$ cat config.mk
export PLATFORM = sky130hd
export DESIGN_NAME = fcsu_flash_command_status_unit
export DESIGN_NICKNAME = d
export VERILOG_FILES = /design/src/rtl/fcsu_pkg.sv /design/src/rtl/fcsu_flash_command_status_unit.sv
export SDC_FILE = /design/constraint.sdc
export NUM_CORES = 1
export LEC_CHECK = 0
export BUFFER_PORTS_ARGS = -buffer_cell sky130_fd_sc_hd__clkbuf_2
export CORE_ASPECT_RATIO = 1.25
export CORE_MARGIN = 2
export CORE_UTILIZATION = 60
export DETAILED_ROUTE_END_ITERATION = 10
export MAX_ROUTING_LAYER = met4
export PLACE_DENSITY = 0.85
export SYNTH_ARGS = -nofsm -noshare
export SYNTH_HDL_FRONTEND = slang
export SYNTH_SLANG_ARGS = --single-unit
$ cat constraint.sdc
create_clock -name pclk -period 6.2 [get_ports pclk]
set_input_delay 1.24 -clock pclk [delete_from_list [all_inputs] [get_ports pclk]]
set_output_delay 1.24 -clock pclk [all_outputs]
set_load 0.03 [all_outputs]
$ cat src/rtl/fcsu_pkg.sv
// shared constants and types of the flash command and status unit
package fcsu_pkg;

  // register byte offsets on the apb bus
  localparam logic [7:0] OFS_STATUS = 8'h00;
  localparam logic [7:0] OFS_COMMAND = 8'h04;
  localparam logic [7:0] OFS_CLKDIV = 8'h08;
  localparam logic [7:0] OFS_PROTECT = 8'h0c;
  localparam logic [7:0] OFS_ADDR = 8'h10;
  localparam logic [7:0] OFS_WDATA = 8'h14;

  // status bit positions
  localparam int BIT_CBEF = 7;
  localparam int BIT_CCF = 6;
  localparam int BIT_PVIOL = 5;
  localparam int BIT_ACCERR = 4;
  localparam int BIT_BLANK = 2;

  // protect register fields: bit 0 disables protection, 7:1 first protected page
  localparam int BIT_PROT_DIS = 0;
  localparam int PAGE_LSB = 9;

  // command codes
  localparam logic [7:0] CMD_BLANK_CHECK = 8'h05;
  localparam logic [7:0] CMD_BYTE_PROGRAM = 8'h20;
  localparam logic [7:0] CMD_BURST_PROGRAM = 8'h25;
  localparam logic [7:0] CMD_PAGE_ERASE = 8'h40;
  localparam logic [7:0] CMD_WHOLE_ERASE = 8'h41;

  // reset values
  localparam logic [7:0] RST_COMMAND = 8'h00;
  localparam logic [7:0] RST_CLKDIV = 8'h00;
  localparam logic [7:0] RST_PROTECT = 8'h01;
  localparam logic [15:0] RST_ADDR = 16'h0000;
  localparam logic [7:0] RST_WDATA = 8'h00;

  // sequencer states
  typedef enum logic [1:0] {
    ST_IDLE = 2'b00,
    ST_START = 2'b01,
    ST_EXEC = 2'b10
  } fcsu_state_e;

endpackage : fcsu_pkg

$ cat src/rtl/fcsu_flash_command_status_unit.sv
// flash command launch and status logic with an apb register slave
`timescale 1ns/1ps
`default_nettype none

module fcsu_flash_command_status_unit #(
  parameter int ADDR_W = 16
) (
  input wire logic pclk,
  input wire logic presetn,
  input wire logic psel,
  input wire logic penable,
  input wire logic pwrite,
  input wire logic [7:0] paddr,
  input wire logic [31:0] pwdata,
  output logic [31:0] prdata,
  output logic pready,
  output logic pslverr,
  input wire logic stop_mode,
  input wire logic arr_done,
  input wire logic arr_erased,
  output logic arr_start,
  output logic [7:0] arr_cmd,
  output logic [ADDR_W-1:0] arr_addr,
  output logic [7:0] arr_wdata
);

  ////////////////////////////////////////////////////////////////////////////
  // decode helpers

  // code is one of the five recognised commands
  function automatic logic is_legal(input logic [7:0] code);
    is_legal = (code == fcsu_pkg::CMD_BLANK_CHECK) || (code == fcsu_pkg::CMD_BYTE_PROGRAM) ||
               (code == fcsu_pkg::CMD_BURST_PROGRAM) || (code == fcsu_pkg::CMD_PAGE_ERASE) ||
               (code == fcsu_pkg::CMD_WHOLE_ERASE);
  endfunction : is_legal

  // code alters array contents
  function automatic logic is_modify(input logic [7:0] code);
    is_modify = is_legal(code) && (code != fcsu_pkg::CMD_BLANK_CHECK);
  endfunction : is_modify

  // target hits protection: page at or above boundary, or whole erase under any protection
  function automatic logic is_protected(input logic [7:0] code, input logic [7:0] prot,
                                        input logic [ADDR_W-1:0] addr);
    logic [6:0] page;
    page = 7'(addr >> fcsu_pkg::PAGE_LSB);
    if (prot[fcsu_pkg::BIT_PROT_DIS] || !is_modify(code)) begin
      is_protected = 1'b0;
    end else if (code == fcsu_pkg::CMD_WHOLE_ERASE) begin
      is_protected = 1'b1;
    end else begin
      is_protected = (page >= prot[7:1]);
    end
  endfunction : is_protected

  ////////////////////////////////////////////////////////////////////////////
  // apb handshake: one wait state so every answer comes from a flop

  logic pready_ff;
  logic pslverr_ff;
  logic [31:0] prdata_ff;
  logic acc_phase;
  logic do_write;
  logic addr_ok;

  assign acc_phase = psel && penable && !pready_ff;
  assign do_write = psel && penable && pready_ff && pwrite && addr_ok;
  assign addr_ok = (paddr == fcsu_pkg::OFS_STATUS) || (paddr == fcsu_pkg::OFS_COMMAND) ||
                   (paddr == fcsu_pkg::OFS_CLKDIV) || (paddr == fcsu_pkg::OFS_PROTECT) ||
                   (paddr == fcsu_pkg::OFS_ADDR) || (paddr == fcsu_pkg::OFS_WDATA);

  // ready rises one cycle into the access phase, then drops
  always_ff @(posedge pclk or negedge presetn) begin
    if (!presetn) begin
      pready_ff <= 1'b0;
      pslverr_ff <= 1'b0;
    end else begin
      pready_ff <= acc_phase;
      pslverr_ff <= acc_phase && !addr_ok;
    end
  end

  ////////////////////////////////////////////////////////////////////////////
  // plain configuration registers

  logic [7:0] command_ff;
  logic [7:0] clkdiv_ff;
  logic div_written_ff;
  logic [7:0] protect_ff;
  logic [ADDR_W-1:0] addr_ff;
  logic [7:0] wdata_ff;
  logic wr_status;
  logic wr_command;

  assign wr_status = do_write && (paddr == fcsu_pkg::OFS_STATUS);
  assign wr_command = do_write && (paddr == fcsu_pkg::OFS_COMMAND);

  // software-written values feeding the sequencer
  always_ff @(posedge pclk or negedge presetn) begin
    if (!presetn) begin
      command_ff <= fcsu_pkg::RST_COMMAND;
      clkdiv_ff <= fcsu_pkg::RST_CLKDIV;
      div_written_ff <= 1'b0;
      protect_ff <= fcsu_pkg::RST_PROTECT;
      addr_ff <= ADDR_W'(fcsu_pkg::RST_ADDR);
      wdata_ff <= fcsu_pkg::RST_WDATA;
    end else begin
      if (wr_command) begin
        command_ff <= pwdata[7:0];
      end
      if (do_write && (paddr == fcsu_pkg::OFS_CLKDIV)) begin
        clkdiv_ff <= pwdata[7:0];
        div_written_ff <= 1'b1;
      end
      if (do_write && (paddr == fcsu_pkg::OFS_PROTECT)) begin
        protect_ff <= pwdata[7:0];
      end
      if (do_write && (paddr == fcsu_pkg::OFS_ADDR)) begin
        addr_ff <= pwdata[ADDR_W-1:0];
      end
      if (do_write && (paddr == fcsu_pkg::OFS_WDATA)) begin
        wdata_ff <= pwdata[7:0];
      end
    end
  end

  ////////////////////////////////////////////////////////////////////////////
  // launch checks

  fcsu_pkg::fcsu_state_e state_ff;
  logic cbef_ff;
  logic ccf_ff;
  logic pviol_ff;
  logic accerr_ff;
  logic blank_ff;
  logic cmd_armed_ff;
  logic [7:0] cur_cmd_ff;
  logic [7:0] buf_cmd_ff;
  logic [ADDR_W-1:0] buf_addr_ff;
  logic [7:0] buf_wdata_ff;
  logic busy;
  logic launch_req;
  logic launch_ok;
  logic launch_viol;
  logic seq_err;
  logic stop_err;
  logic transfer;

  assign busy = (state_ff != fcsu_pkg::ST_IDLE);
  // launch only counts while the buffer is empty; otherwise it is a sequence break
  assign launch_req = wr_status && pwdata[fcsu_pkg::BIT_CBEF];

  // a launch fails on any sequence, code, divider or queueing fault
  always_comb begin
    seq_err = 1'b0;
    launch_viol = 1'b0;
    if (launch_req) begin
      if (!cbef_ff || !cmd_armed_ff) begin
        seq_err = 1'b1;
      end else if (!is_legal(command_ff)) begin
        seq_err = 1'b1;
      end else if (is_modify(command_ff) && !div_written_ff) begin
        seq_err = 1'b1;
      end else if (busy && ((command_ff != fcsu_pkg::CMD_BURST_PROGRAM) ||
                            (cur_cmd_ff != fcsu_pkg::CMD_BURST_PROGRAM))) begin
        seq_err = 1'b1;
      end else if (is_protected(command_ff, protect_ff, addr_ff)) begin
        launch_viol = 1'b1;
      end
    end
    // a command written while the buffer is full is out of sequence too
    if (wr_command && !cbef_ff) begin
      seq_err = 1'b1;
    end
    // writing an illegal code is flagged at once
    if (wr_command && !is_legal(pwdata[7:0])) begin
      seq_err = 1'b1;
    end
  end

  assign launch_ok = launch_req && !seq_err && !launch_viol;
  assign stop_err = stop_mode && (busy || !cbef_ff);
  // buffered command moves into the array only when the sequencer is idle
  assign transfer = !cbef_ff && (state_ff == fcsu_pkg::ST_IDLE) && !stop_err;

  // command armed by a legal command write while the buffer is empty, spent by any launch attempt
  always_ff @(posedge pclk or negedge presetn) begin
    if (!presetn) begin
      cmd_armed_ff <= 1'b0;
    end else if (launch_req) begin
      cmd_armed_ff <= 1'b0;
    end else if (wr_command) begin
      cmd_armed_ff <= cbef_ff && is_legal(pwdata[7:0]);
    end
  end

  ////////////////////////////////////////////////////////////////////////////
  // command buffer: one entry, loaded at launch

  // buffer-empty flag; set wins if a transfer or stop meets a launch in one cycle
  always_ff @(posedge pclk or negedge presetn) begin
    if (!presetn) begin
      cbef_ff <= 1'b1;
    end else if (transfer || stop_err) begin
      cbef_ff <= 1'b1;
    end else if (launch_ok) begin
      cbef_ff <= 1'b0;
    end
  end

  // captured command, target and data of the launch
  always_ff @(posedge pclk or negedge presetn) begin
    if (!presetn) begin
      buf_cmd_ff <= fcsu_pkg::RST_COMMAND;
      buf_addr_ff <= ADDR_W'(fcsu_pkg::RST_ADDR);
      buf_wdata_ff <= fcsu_pkg::RST_WDATA;
    end else if (launch_ok) begin
      buf_cmd_ff <= command_ff;
      buf_addr_ff <= addr_ff;
      buf_wdata_ff <= wdata_ff;
    end
  end

  ////////////////////////////////////////////////////////////////////////////
  // sequencer toward the array

  logic arr_start_ff;
  logic [7:0] arr_cmd_ff;
  logic [ADDR_W-1:0] arr_addr_ff;
  logic [7:0] arr_wdata_ff;

  // idle takes a buffered command, start pulses the array, exec waits for done
  always_ff @(posedge pclk or negedge presetn) begin
    if (!presetn) begin
      state_ff <= fcsu_pkg::ST_IDLE;
      cur_cmd_ff <= fcsu_pkg::RST_COMMAND;
    end else if (stop_err) begin
      state_ff <= fcsu_pkg::ST_IDLE;
    end else begin
      case (state_ff)
        fcsu_pkg::ST_IDLE: begin
          if (transfer) begin
            state_ff <= fcsu_pkg::ST_START;
            cur_cmd_ff <= buf_cmd_ff;
          end
        end
        fcsu_pkg::ST_START: begin
          state_ff <= fcsu_pkg::ST_EXEC;
        end
        fcsu_pkg::ST_EXEC: begin
          if (arr_done) begin
            state_ff <= fcsu_pkg::ST_IDLE;
          end
        end
        default: begin
          state_ff <= fcsu_pkg::ST_IDLE;
        end
      endcase
    end
  end

  // array request lines; the code picks blank check, program or erase
  always_ff @(posedge pclk or negedge presetn) begin
    if (!presetn) begin
      arr_start_ff <= 1'b0;
      arr_cmd_ff <= fcsu_pkg::RST_COMMAND;
      arr_addr_ff <= ADDR_W'(fcsu_pkg::RST_ADDR);
      arr_wdata_ff <= fcsu_pkg::RST_WDATA;
    end else begin
      arr_start_ff <= transfer;
      if (transfer) begin
        arr_cmd_ff <= buf_cmd_ff;
        arr_addr_ff <= buf_addr_ff;
        arr_wdata_ff <= buf_wdata_ff;
      end
    end
  end

  ////////////////////////////////////////////////////////////////////////////
  // status flags

  // complete flag follows empty buffer and idle sequencer, dropped at launch
  always_ff @(posedge pclk or negedge presetn) begin
    if (!presetn) begin
      ccf_ff <= 1'b1;
    end else if (launch_ok) begin
      ccf_ff <= 1'b0;
    end else begin
      ccf_ff <= cbef_ff && !transfer && (state_ff == fcsu_pkg::ST_IDLE) &&
                !(arr_start_ff);
    end
  end

  // protection flag: hardware set beats a same-cycle one-to-clear
  always_ff @(posedge pclk or negedge presetn) begin
    if (!presetn) begin
      pviol_ff <= 1'b0;
    end else if (launch_viol) begin
      pviol_ff <= 1'b1;
    end else if (wr_status && pwdata[fcsu_pkg::BIT_PVIOL]) begin
      pviol_ff <= 1'b0;
    end
  end

  // access error flag: set wins over clear, zero written leaves it alone
  always_ff @(posedge pclk or negedge presetn) begin
    if (!presetn) begin
      accerr_ff <= 1'b0;
    end else if (seq_err || stop_err) begin
      accerr_ff <= 1'b1;
    end else if (wr_status && pwdata[fcsu_pkg::BIT_ACCERR]) begin
      accerr_ff <= 1'b0;
    end
  end

  // blank flag: only a finishing blank check sets it; a launch clears it, other writes never touch it
  always_ff @(posedge pclk or negedge presetn) begin
    if (!presetn) begin
      blank_ff <= 1'b0;
    end else if (launch_ok) begin
      blank_ff <= 1'b0;
    end else if ((state_ff == fcsu_pkg::ST_EXEC) && arr_done &&
                 (cur_cmd_ff == fcsu_pkg::CMD_BLANK_CHECK)) begin
      blank_ff <= arr_erased;
    end
  end

  ////////////////////////////////////////////////////////////////////////////
  // read data, captured in the first access cycle

  logic [7:0] status_rd;

  assign status_rd = {cbef_ff, ccf_ff, pviol_ff, accerr_ff, 1'b0, blank_ff, 2'b00};

  always_ff @(posedge pclk or negedge presetn) begin
    if (!presetn) begin
      prdata_ff <= 32'h0000_0000;
    end else if (acc_phase) begin
      case (paddr)
        fcsu_pkg::OFS_STATUS: prdata_ff <= {24'h00_0000, status_rd};
        fcsu_pkg::OFS_COMMAND: prdata_ff <= {24'h00_0000, command_ff};
        fcsu_pkg::OFS_CLKDIV: prdata_ff <= {24'h00_0000, clkdiv_ff};
        fcsu_pkg::OFS_PROTECT: prdata_ff <= {24'h00_0000, protect_ff};
        fcsu_pkg::OFS_ADDR: prdata_ff <= 32'(addr_ff);
        fcsu_pkg::OFS_WDATA: prdata_ff <= {24'h00_0000, wdata_ff};
        default: prdata_ff <= 32'h0000_0000;
      endcase
    end
  end

  assign prdata = prdata_ff;
  assign pready = pready_ff;
  assign pslverr = pslverr_ff;
  assign arr_start = arr_start_ff;
  assign arr_cmd = arr_cmd_ff;
  assign arr_addr = arr_addr_ff;
  assign arr_wdata = arr_wdata_ff;

endmodule : fcsu_flash_command_status_unit

`default_nettype wire

=== Word level (Yosys, flattened, before mapping) ===
Index checks and enable logic that the tools add are counted.

* Reduce and logical (&&, ||, !) cells: 72
* Equal/unequal tests: 23
* $lt $le $gt $ge: 1
* Mux-type cells: 36
* Bitwise logic cells: 1

{| class="wikitable"
|+ Operator list
! kind !! number
|-
| 16-bit one-hot mux with 6 select lines || 1
|-
| 8-bit by 3-bit equality test with 1-bit output (second input constant) || 4
|-
| 8-bit by 6-bit equality test with 1-bit output (second input constant) || 4
|-
| 8-bit by 7-bit equality test with 1-bit output (second input constant) || 4
|-
| 1-bit logical AND || 31
|-
| 1-bit 2-to-1 mux || 31
|-
| 1-bit logical OR || 19
|-
| 8-bit by 4-bit equality test with 1-bit output (second input constant) || 2
|-
| 8-bit by 5-bit equality test with 1-bit output (second input constant) || 2
|-
| 8-bit by 6-bit inequality test with 1-bit output (second input constant) || 2
|-
| 1-bit logical NOT || 12
|-
| 2-bit nonzero test || 6
|-
| 8-bit logical NOT || 1
|-
| 8-bit by 3-bit inequality test with 1-bit output (second input constant) || 1
|-
| 7-bit >= comparator || 1
|-
| 2-bit 2-to-1 mux || 3
|-
| 3-bit inequality test (second input constant) || 2
|-
| 2-bit one-hot mux with 3 select lines || 1
|-
| 3-bit AND reduction || 1
|-
| 2-bit by 1-bit equality test with 1-bit output (second input constant) || 1
|-
| 2-bit equality test (second input constant) || 1
|-
| 2-bit logical NOT || 1
|-
| 2-bit AND reduction || 1
|-
| 1-bit inverter || 1
|}

* Output and inout bits: 67
* Register bits after elaboration: 164
* Input port bits: 48
* Word-level logic and storage cells: 157

=== Longest topological paths before layout ===
* Word-level depth: 24
* Depth in mapped cells: 8
* Mapped depth without buffers: 7

=== Worst setup path before layout ===
OpenSTA, ideal clock, no wires.

* Kind: input -> register
* Start point: input paddr[4]
* End point: register buf_addr_ff[0]
* Slack: 2819 ps
* Cell stages on the path: 8
* Arrival: 3256 ps
* Required time: 6075 ps
* Library setup time: 125 ps
* Buffers on the path: 3
* Cells stage by stage: buf_2 nor2_1 and3_1 clkbuf_1 nand3_1 a2111oi_4 buf_6 mux2_4

* Word-level cells in the longest chain between the ends: 15
* Elaborated cells on any way between the ends: 25
* Those cells by class: eq/ne (5); mux (4); reduce/logical (16)

{| class="wikitable"
|+ RTL lines
! what !! RTL line !! text
|-
| start: declaration || fcsu_flash_command_status_unit.sv:13 || <nowiki>input wire logic [7:0] paddr,</nowiki>
|-
| 8-bit by 3-bit equality test with 1-bit output or 8-bit logical NOT (tied branches) || fcsu_flash_command_status_unit.sv:68, fcsu_flash_command_status_unit.sv:96, fcsu_flash_command_status_unit.sv:95 ||
|-
| 1-bit logical OR (2 in series) || fcsu_flash_command_status_unit.sv:68 || <nowiki>assign addr_ok = (paddr == fcsu_pkg::OFS_STATUS) || (paddr == fcsu_pkg::OFS_COMMAND) ||</nowiki>
|-
| 1-bit logical OR (2 in series) || fcsu_flash_command_status_unit.sv:69 || <nowiki>(paddr == fcsu_pkg::OFS_CLKDIV) || (paddr == fcsu_pkg::OFS_PROTECT) ||</nowiki>
|-
| 1-bit logical OR || fcsu_flash_command_status_unit.sv:70 || <nowiki>(paddr == fcsu_pkg::OFS_ADDR) || (paddr == fcsu_pkg::OFS_WDATA);</nowiki>
|-
| 1-bit logical AND || fcsu_flash_command_status_unit.sv:67 || <nowiki>assign do_write = psel && penable && pready_ff && pwrite && addr_ok;</nowiki>
|-
| 1-bit logical AND || fcsu_flash_command_status_unit.sv:95 || <nowiki>assign wr_status = do_write && (paddr == fcsu_pkg::OFS_STATUS);</nowiki>
|-
| 1-bit logical AND || fcsu_flash_command_status_unit.sv:151 || <nowiki>assign launch_req = wr_status && pwdata[fcsu_pkg::BIT_CBEF];</nowiki>
|-
| 1-bit 2-to-1 mux || fcsu_flash_command_status_unit.sv:157 || <nowiki>if (launch_req) begin</nowiki>
|-
| 1-bit 2-to-1 mux || fcsu_flash_command_status_unit.sv:172 || <nowiki>if (wr_command && !cbef_ff) begin</nowiki>
|-
| 1-bit 2-to-1 mux || fcsu_flash_command_status_unit.sv:176 || <nowiki>if (wr_command && !is_legal(pwdata[7:0])) begin</nowiki>
|-
| 1-bit logical NOT || fcsu_flash_command_status_unit.sv:181 || <nowiki>assign launch_ok = launch_req && !seq_err && !launch_viol;</nowiki>
|-
| 1-bit logical AND || fcsu_flash_command_status_unit.sv:181 ||
|-
| 1-bit logical AND (*) || fcsu_flash_command_status_unit.sv:181 ||
|-
| end signal: assignment || fcsu_flash_command_status_unit.sv:215 || <nowiki>buf_addr_ff <= ADDR_W'(fcsu_pkg::RST_ADDR);</nowiki>
|-
| end signal: assignment || fcsu_flash_command_status_unit.sv:219 || <nowiki>buf_addr_ff <= addr_ff;</nowiki>
|-
| end: declaration || fcsu_flash_command_status_unit.sv:139 || <nowiki>logic [ADDR_W-1:0] buf_addr_ff;</nowiki>
|}

Mark *: on every way between the ends. The rest lies on a longest branch, timed or not.
A chain may end at the register's enable or synchronous reset.

=== Final worst setup path ===
* Start point: register addr_ff[9]
* End point: register buf_wdata_ff[0]

* Word-level cells in the longest chain between the ends: 16

{| class="wikitable"
|+ RTL lines
! what !! RTL line !! text
|-
| start: declaration || fcsu_flash_command_status_unit.sv:90 || <nowiki>logic [ADDR_W-1:0] addr_ff;</nowiki>
|-
| start signal: assignment || fcsu_flash_command_status_unit.sv:105 || <nowiki>addr_ff <= ADDR_W'(fcsu_pkg::RST_ADDR);</nowiki>
|-
| start signal: assignment || fcsu_flash_command_status_unit.sv:119 || <nowiki>addr_ff <= pwdata[ADDR_W-1:0];</nowiki>
|-
| 7-bit >= comparator || fcsu_flash_command_status_unit.sv:52 || <nowiki>is_protected = (page >= prot[7:1]);</nowiki>
|-
| 1-bit 2-to-1 mux || fcsu_flash_command_status_unit.sv:49 || <nowiki>end else if (code == fcsu_pkg::CMD_WHOLE_ERASE) begin</nowiki>
|-
| 1-bit 2-to-1 mux || fcsu_flash_command_status_unit.sv:47 || <nowiki>if (prot[fcsu_pkg::BIT_PROT_DIS] || !is_modify(code)) begin</nowiki>
|-
| 1-bit 2-to-1 mux || fcsu_flash_command_status_unit.sv:164 || <nowiki>end else if (busy && ((command_ff != fcsu_pkg::CMD_BURST_PROGRAM) ||</nowiki>
|-
| 1-bit 2-to-1 mux || fcsu_flash_command_status_unit.sv:162 || <nowiki>end else if (is_modify(command_ff) && !div_written_ff) begin</nowiki>
|-
| 1-bit 2-to-1 mux || fcsu_flash_command_status_unit.sv:160 || <nowiki>end else if (!is_legal(command_ff)) begin</nowiki>
|-
| 1-bit 2-to-1 mux || fcsu_flash_command_status_unit.sv:158 || <nowiki>if (!cbef_ff || !cmd_armed_ff) begin</nowiki>
|-
| 1-bit 2-to-1 mux || fcsu_flash_command_status_unit.sv:157 ||
|-
| 1-bit 2-to-1 mux || fcsu_flash_command_status_unit.sv:167 || <nowiki>end else if (is_protected(command_ff, protect_ff, addr_ff)) begin</nowiki>
|-
| 1-bit 2-to-1 mux || fcsu_flash_command_status_unit.sv:164 ||
|-
| 1-bit 2-to-1 mux || fcsu_flash_command_status_unit.sv:162 ||
|-
| 1-bit 2-to-1 mux || fcsu_flash_command_status_unit.sv:160 ||
|-
| 1-bit 2-to-1 mux || fcsu_flash_command_status_unit.sv:158 ||
|-
| 1-bit 2-to-1 mux || fcsu_flash_command_status_unit.sv:157 ||
|-
| 1-bit logical NOT || fcsu_flash_command_status_unit.sv:181 ||
|-
| 1-bit logical AND || fcsu_flash_command_status_unit.sv:181 ||
|-
| end signal: assignment || fcsu_flash_command_status_unit.sv:216 || <nowiki>buf_wdata_ff <= fcsu_pkg::RST_WDATA;</nowiki>
|-
| end signal: assignment || fcsu_flash_command_status_unit.sv:220 || <nowiki>buf_wdata_ff <= wdata_ff;</nowiki>
|-
| end: declaration || fcsu_flash_command_status_unit.sv:140 || <nowiki>logic [7:0] buf_wdata_ff;</nowiki>
|}

Every way passes these cells. The select of a mux whose other input is x is not followed.

==> impl_metrics.ini <==
[pwr]
powerDensity_mw_per_mm2 = 276
static-leakage-power_nw = 4.01
p_sw_share_pct = 21.9
power.clock.fraction_pct = 50.0
internal_power_mw = 1.62
power.ir.vdd_worst_mv = 0.182
power_dissipated_by_switching_net_loads_mw = 0.456
power.share.sequential_pct = 46.6
comb_power_share_pct = 3.4

[timing]
finalHoldViolCount = 0
max_clock_freq_mhz = 284
finalWorstPathRequiredPeriod_ps = 3520
setup_skew_after_layout_ps = 6.47
fin_tns_setup_ps = 0
post-route-period-util_pct = 56.7
worstMarginPinSlew_ps = 1060
timing.hold.ws_ps = 448
timing.slew.headroom_pct = 29.4
final.setup.worst_slack_ps = 2680
setup-violations-final = 0
unrepaired_setup_endpoints_after_global_routing = no
final_max_slew_viol_count = 0

[worst_setup_path]
maximum_fanout_count_along_the_critical_path = 35
worstReg2RegEnd = buf_wdata_ff[0]
r2r_cells = 8
startpoint_type_of_the_worst_setup_path = flip-flop
regToRegSetupSlack_ps = 2680
end_kind = flip-flop
cp_data_required_time_ps = 6500
arrival_ps = 3820
setup.worst_path.class = flip-flop to flip-flop
crit-reg2reg-launch = addr_ff[9]

[synthesis]
synth_enable_flop_cells = 0
synthDistinctLibCells = 54
synth.top_cell.area_share_pct = 55.8
synth_area_per_cell_um2 = 11.8
synth-async-reset-ratio_pct = 100
postSynthRegisterBits = 148
ys_top_cells_by_area = sky130_fd_sc_hd__dfrtp_1 (56%), sky130_fd_sc_hd__mux2_2 (9.7%), sky130_fd_sc_hd__nand2_1 (8.4%)
synthFlopType = sky130_fd_sc_hd__dfrtp_1
synth_cells = 553
synth_sequential_area_ratio_pct = 57.0
synth.largest_area_cell = sky130_fd_sc_hd__dfrtp_1
ys_top_cells_by_count = sky130_fd_sc_hd__dfrtp_1 (145), sky130_fd_sc_hd__nand2_1 (145), sky130_fd_sc_hd__mux2_2 (56), sky130_fd_sc_hd__mux2_4 (20), sky130_fd_sc_hd__clkbuf_1 (17)
synthesis.area_mm2 = 0.00650
ys.warnings.count = 0

[finish]
fin_area_mm2 = 0.00753
diodes = 0
combined_area_of_the_multi_input_logic_cells_mm2 = 0.00257
fill_count = 693
layout.nets = 686
final-seq-area_mm2 = 0.00371
post_layout_nonfiller_instances = 776
final_layout_size_suffix_gt1_share_pct = 32.5
areaGrowthSynthToFinish_pct = 15.7

[drt]
finalWirelength_mm = 15.3
post_drt_via_cell_ratio = 5.93
antenna_violating_nets_post_route = 0
via_count = 4598
drtPass1Iterations = 5
drt_iter0_markers = 329
avgRoutedWirePerCell_um = 19.7
remaining_drc_errors = 0

[cts]
cts-hold-fix-buffers = 0
cts.clk_slew.worst_paths_ps = 60
number_of_buffers_added_by_the_clock_tree_synthesis_step = 17
tritoncts = built
cts_sinks = 148
cts_setup_buffers = 0
clock_insertion_delay_worst_skew_ps = 420
clk_path_buf_depth = 2
cts_root_buf = sky130_fd_sc_hd__clkbuf_16
post_cts.resized_instances = 0
cts_htree_levels = 4

[grt]
gr-usage-all-layers_pct = 28.4
number_of_antenna_violations_at_the_first_check_in_global_routing = 0
globalRoute.totalOverflow = 0
grt_pass1_wl_mm = 24.8
grt_max_degree = 87
first_global_vias = 4753

[floorplan]
row_count = 42
floorplan.io_pins = 115
initial_core_util_pct = 61.6
core-area_mm2 = 0.0106
die_w_um = 97.1
die_h_um = 120
die-area_mm2 = 0.0117

[run]
maxCapViolations = 0

[run_status]
run_status = completed

[place]
portBuffers = 82
gpl.final_weighted_congestion = 0.876
placement.setup.worst_slack_ps = 2390
dp.cells = 744
detailed_place_hpwl_mm = 10.3
postPlaceCellArea_mm2 = 0.00693

[worst_hold_path]
worst_hold_endpoint = ccf_ff
timing.hold.worst_path_depth = 1
timing.hold.worst.class = flip-flop to flip-flop
hold_start = arr_start
-- area by class of cell --
type                    count  area share (%)
multi-input cells         368            34.2
well taps                 132            2.19
inverters                  11           0.549
repair buffers             85            5.83
flip-flops and latches    148            49.3
clock buffers              19            5.88
clock inverters            13            2.11
-- worst max-delay path by stage --
stage,cells after the start,endpoint,slack (ps),startpoint
after CTS,8,buf_wdata_ff[7],2720,addr_ff[9]
after floorplan,8,buf_addr_ff[0],2820,paddr[4]
after detailed placement,5,addr_ff[15],2390,paddr[7]
after global placement,5,addr_ff[9],2470,paddr[7]
after global routing,8,buf_wdata_ff[2],2590,addr_ff[9]
final,8,buf_wdata_ff[0],2680,addr_ff[9]
-- power groups by stage --
stage	combinational, mW	clock, mW	sequential, mW
floorplan	0.0373	0	0.988
global placement	0.0694	0	0.987
detailed placement	0.0711	0	0.987
CTS	0.0717	1.05	0.970
global route	0.0788	1.09	0.970
finish	0.0711	1.04	0.970
-- state kept, by name, indices dropped and copies added, names as in the netlist, 2 cells and up --
register	flops
arr_cmd	8
buf_wdata_ff	8
addr_ff	16
arr_wdata	8
buf_cmd_ff	8
protect_ff	8
state_ff	2
wdata_ff	8
buf_addr_ff	16
prdata	16
clkdiv_ff	8
arr_addr	16
cur_cmd_ff	8
command_ff	8
-- through the flow --
| step | util, % | power [mW] |
|---|---|---|
| 2_1_floorplan | - | 1.03 |
| 3_3_place_gp | 65.6 | 1.06 |
| 3_5_place_dp | 65.6 | 1.06 |
| 4_1_cts | 71.3 | 2.09 |
| 5_1_grt | 71.3 | 2.14 |
| 6_report | 71.3 | 2.08 |
-- critical path, cell delays in order, from the launching register on --
cell and delay [ps]:
sky130_fd_sc_hd__dfrtp_1 430, sky130_fd_sc_hd__inv_1 80, sky130_fd_sc_hd__ha_1 290, sky130_fd_sc_hd__nand2b_1 160
sky130_fd_sc_hd__a2111oi_0 860, sky130_fd_sc_hd__o31ai_1 260, sky130_fd_sc_hd__a2111oi_4 360, sky130_fd_sc_hd__buf_4 530
sky130_fd_sc_hd__mux2_2 400
-- kinds of logic after synthesis --
group | count (synthesis) | synth area share (%)
DFF | 148 | 57.0
adders and majority gates | 7 | 1.35
muxes | 89 | 17.3
AOI/OAI and AO/OA | 39 | 4.60
buffers and inverters | 52 | 4.31
xor gates and xnor gates | 1 | 0.135
other | 1 | 0.0577
and+or+nand+nor | 216 | 15.2
-- placed cells by master, fill, tap and decap left out, types with 2 or more instances in the layout --
| cell type | instances |
|---|---|
| sky130_fd_sc_hd__mux2_2 | 56 |
| sky130_fd_sc_hd__bufinv_16 | 3 |
| sky130_fd_sc_hd__and3_1 | 9 |
| sky130_fd_sc_hd__dfstp_2 | 3 |
| sky130_fd_sc_hd__conb_1 | 16 |
| sky130_fd_sc_hd__and2_1 | 2 |
| sky130_fd_sc_hd__clkinv_4 | 3 |
| sky130_fd_sc_hd__mux2_1 | 3 |
| sky130_fd_sc_hd__a221oi_1 | 6 |
| sky130_fd_sc_hd__o211ai_1 | 2 |
| sky130_fd_sc_hd__mux2i_1 | 5 |
| sky130_fd_sc_hd__o21ai_0 | 8 |
| sky130_fd_sc_hd__nand2b_1 | 3 |
| sky130_fd_sc_hd__nand4_1 | 3 |
| sky130_fd_sc_hd__inv_1 | 11 |
| sky130_fd_sc_hd__nand3b_1 | 2 |
| sky130_fd_sc_hd__nand3_1 | 15 |
| sky130_fd_sc_hd__a22oi_1 | 3 |
| sky130_fd_sc_hd__clkbuf_16 | 17 |
| sky130_fd_sc_hd__nor2b_1 | 6 |
| sky130_fd_sc_hd__nor3_1 | 2 |
| sky130_fd_sc_hd__clkinvlp_4 | 3 |
| sky130_fd_sc_hd__nor3b_1 | 2 |
| sky130_fd_sc_hd__a21oi_1 | 4 |
| sky130_fd_sc_hd__nand2_1 | 145 |
| sky130_fd_sc_hd__or3b_2 | 2 |
| sky130_fd_sc_hd__dfrtp_1 | 145 |
| sky130_fd_sc_hd__ha_1 | 7 |
| sky130_fd_sc_hd__nor4_1 | 2 |
| sky130_fd_sc_hd__mux2_4 | 20 |
| sky130_fd_sc_hd__a22o_1 | 3 |
| sky130_fd_sc_hd__clkinv_2 | 4 |
| sky130_fd_sc_hd__o22ai_1 | 3 |
| sky130_fd_sc_hd__or2_2 | 2 |
| sky130_fd_sc_hd__mux4_2 | 5 |
| sky130_fd_sc_hd__nor2_1 | 14 |
| sky130_fd_sc_hd__buf_4 | 3 |
| sky130_fd_sc_hd__clkbuf_2 | 81 |
-- per-layer routing --
| metal | wire length (µm) | vias up | part of all wire (%) | GRT usage, % |
|---|---|---|---|---|
| li1 | - | 2026 | - | - |
| met1 | 5860 | 2335 | 38 | 33.5 |
| met2 | 8050 | 198 | 53 | 47.7 |
| met3 | 891 | 39 | 5.8 | 6.59 |
| met4 | 454 | 0 | 3.0 | 11.4 |
| met5 | 0 | - | 0 | - |
No activity file was read; power rests on OpenSTA's default activity.
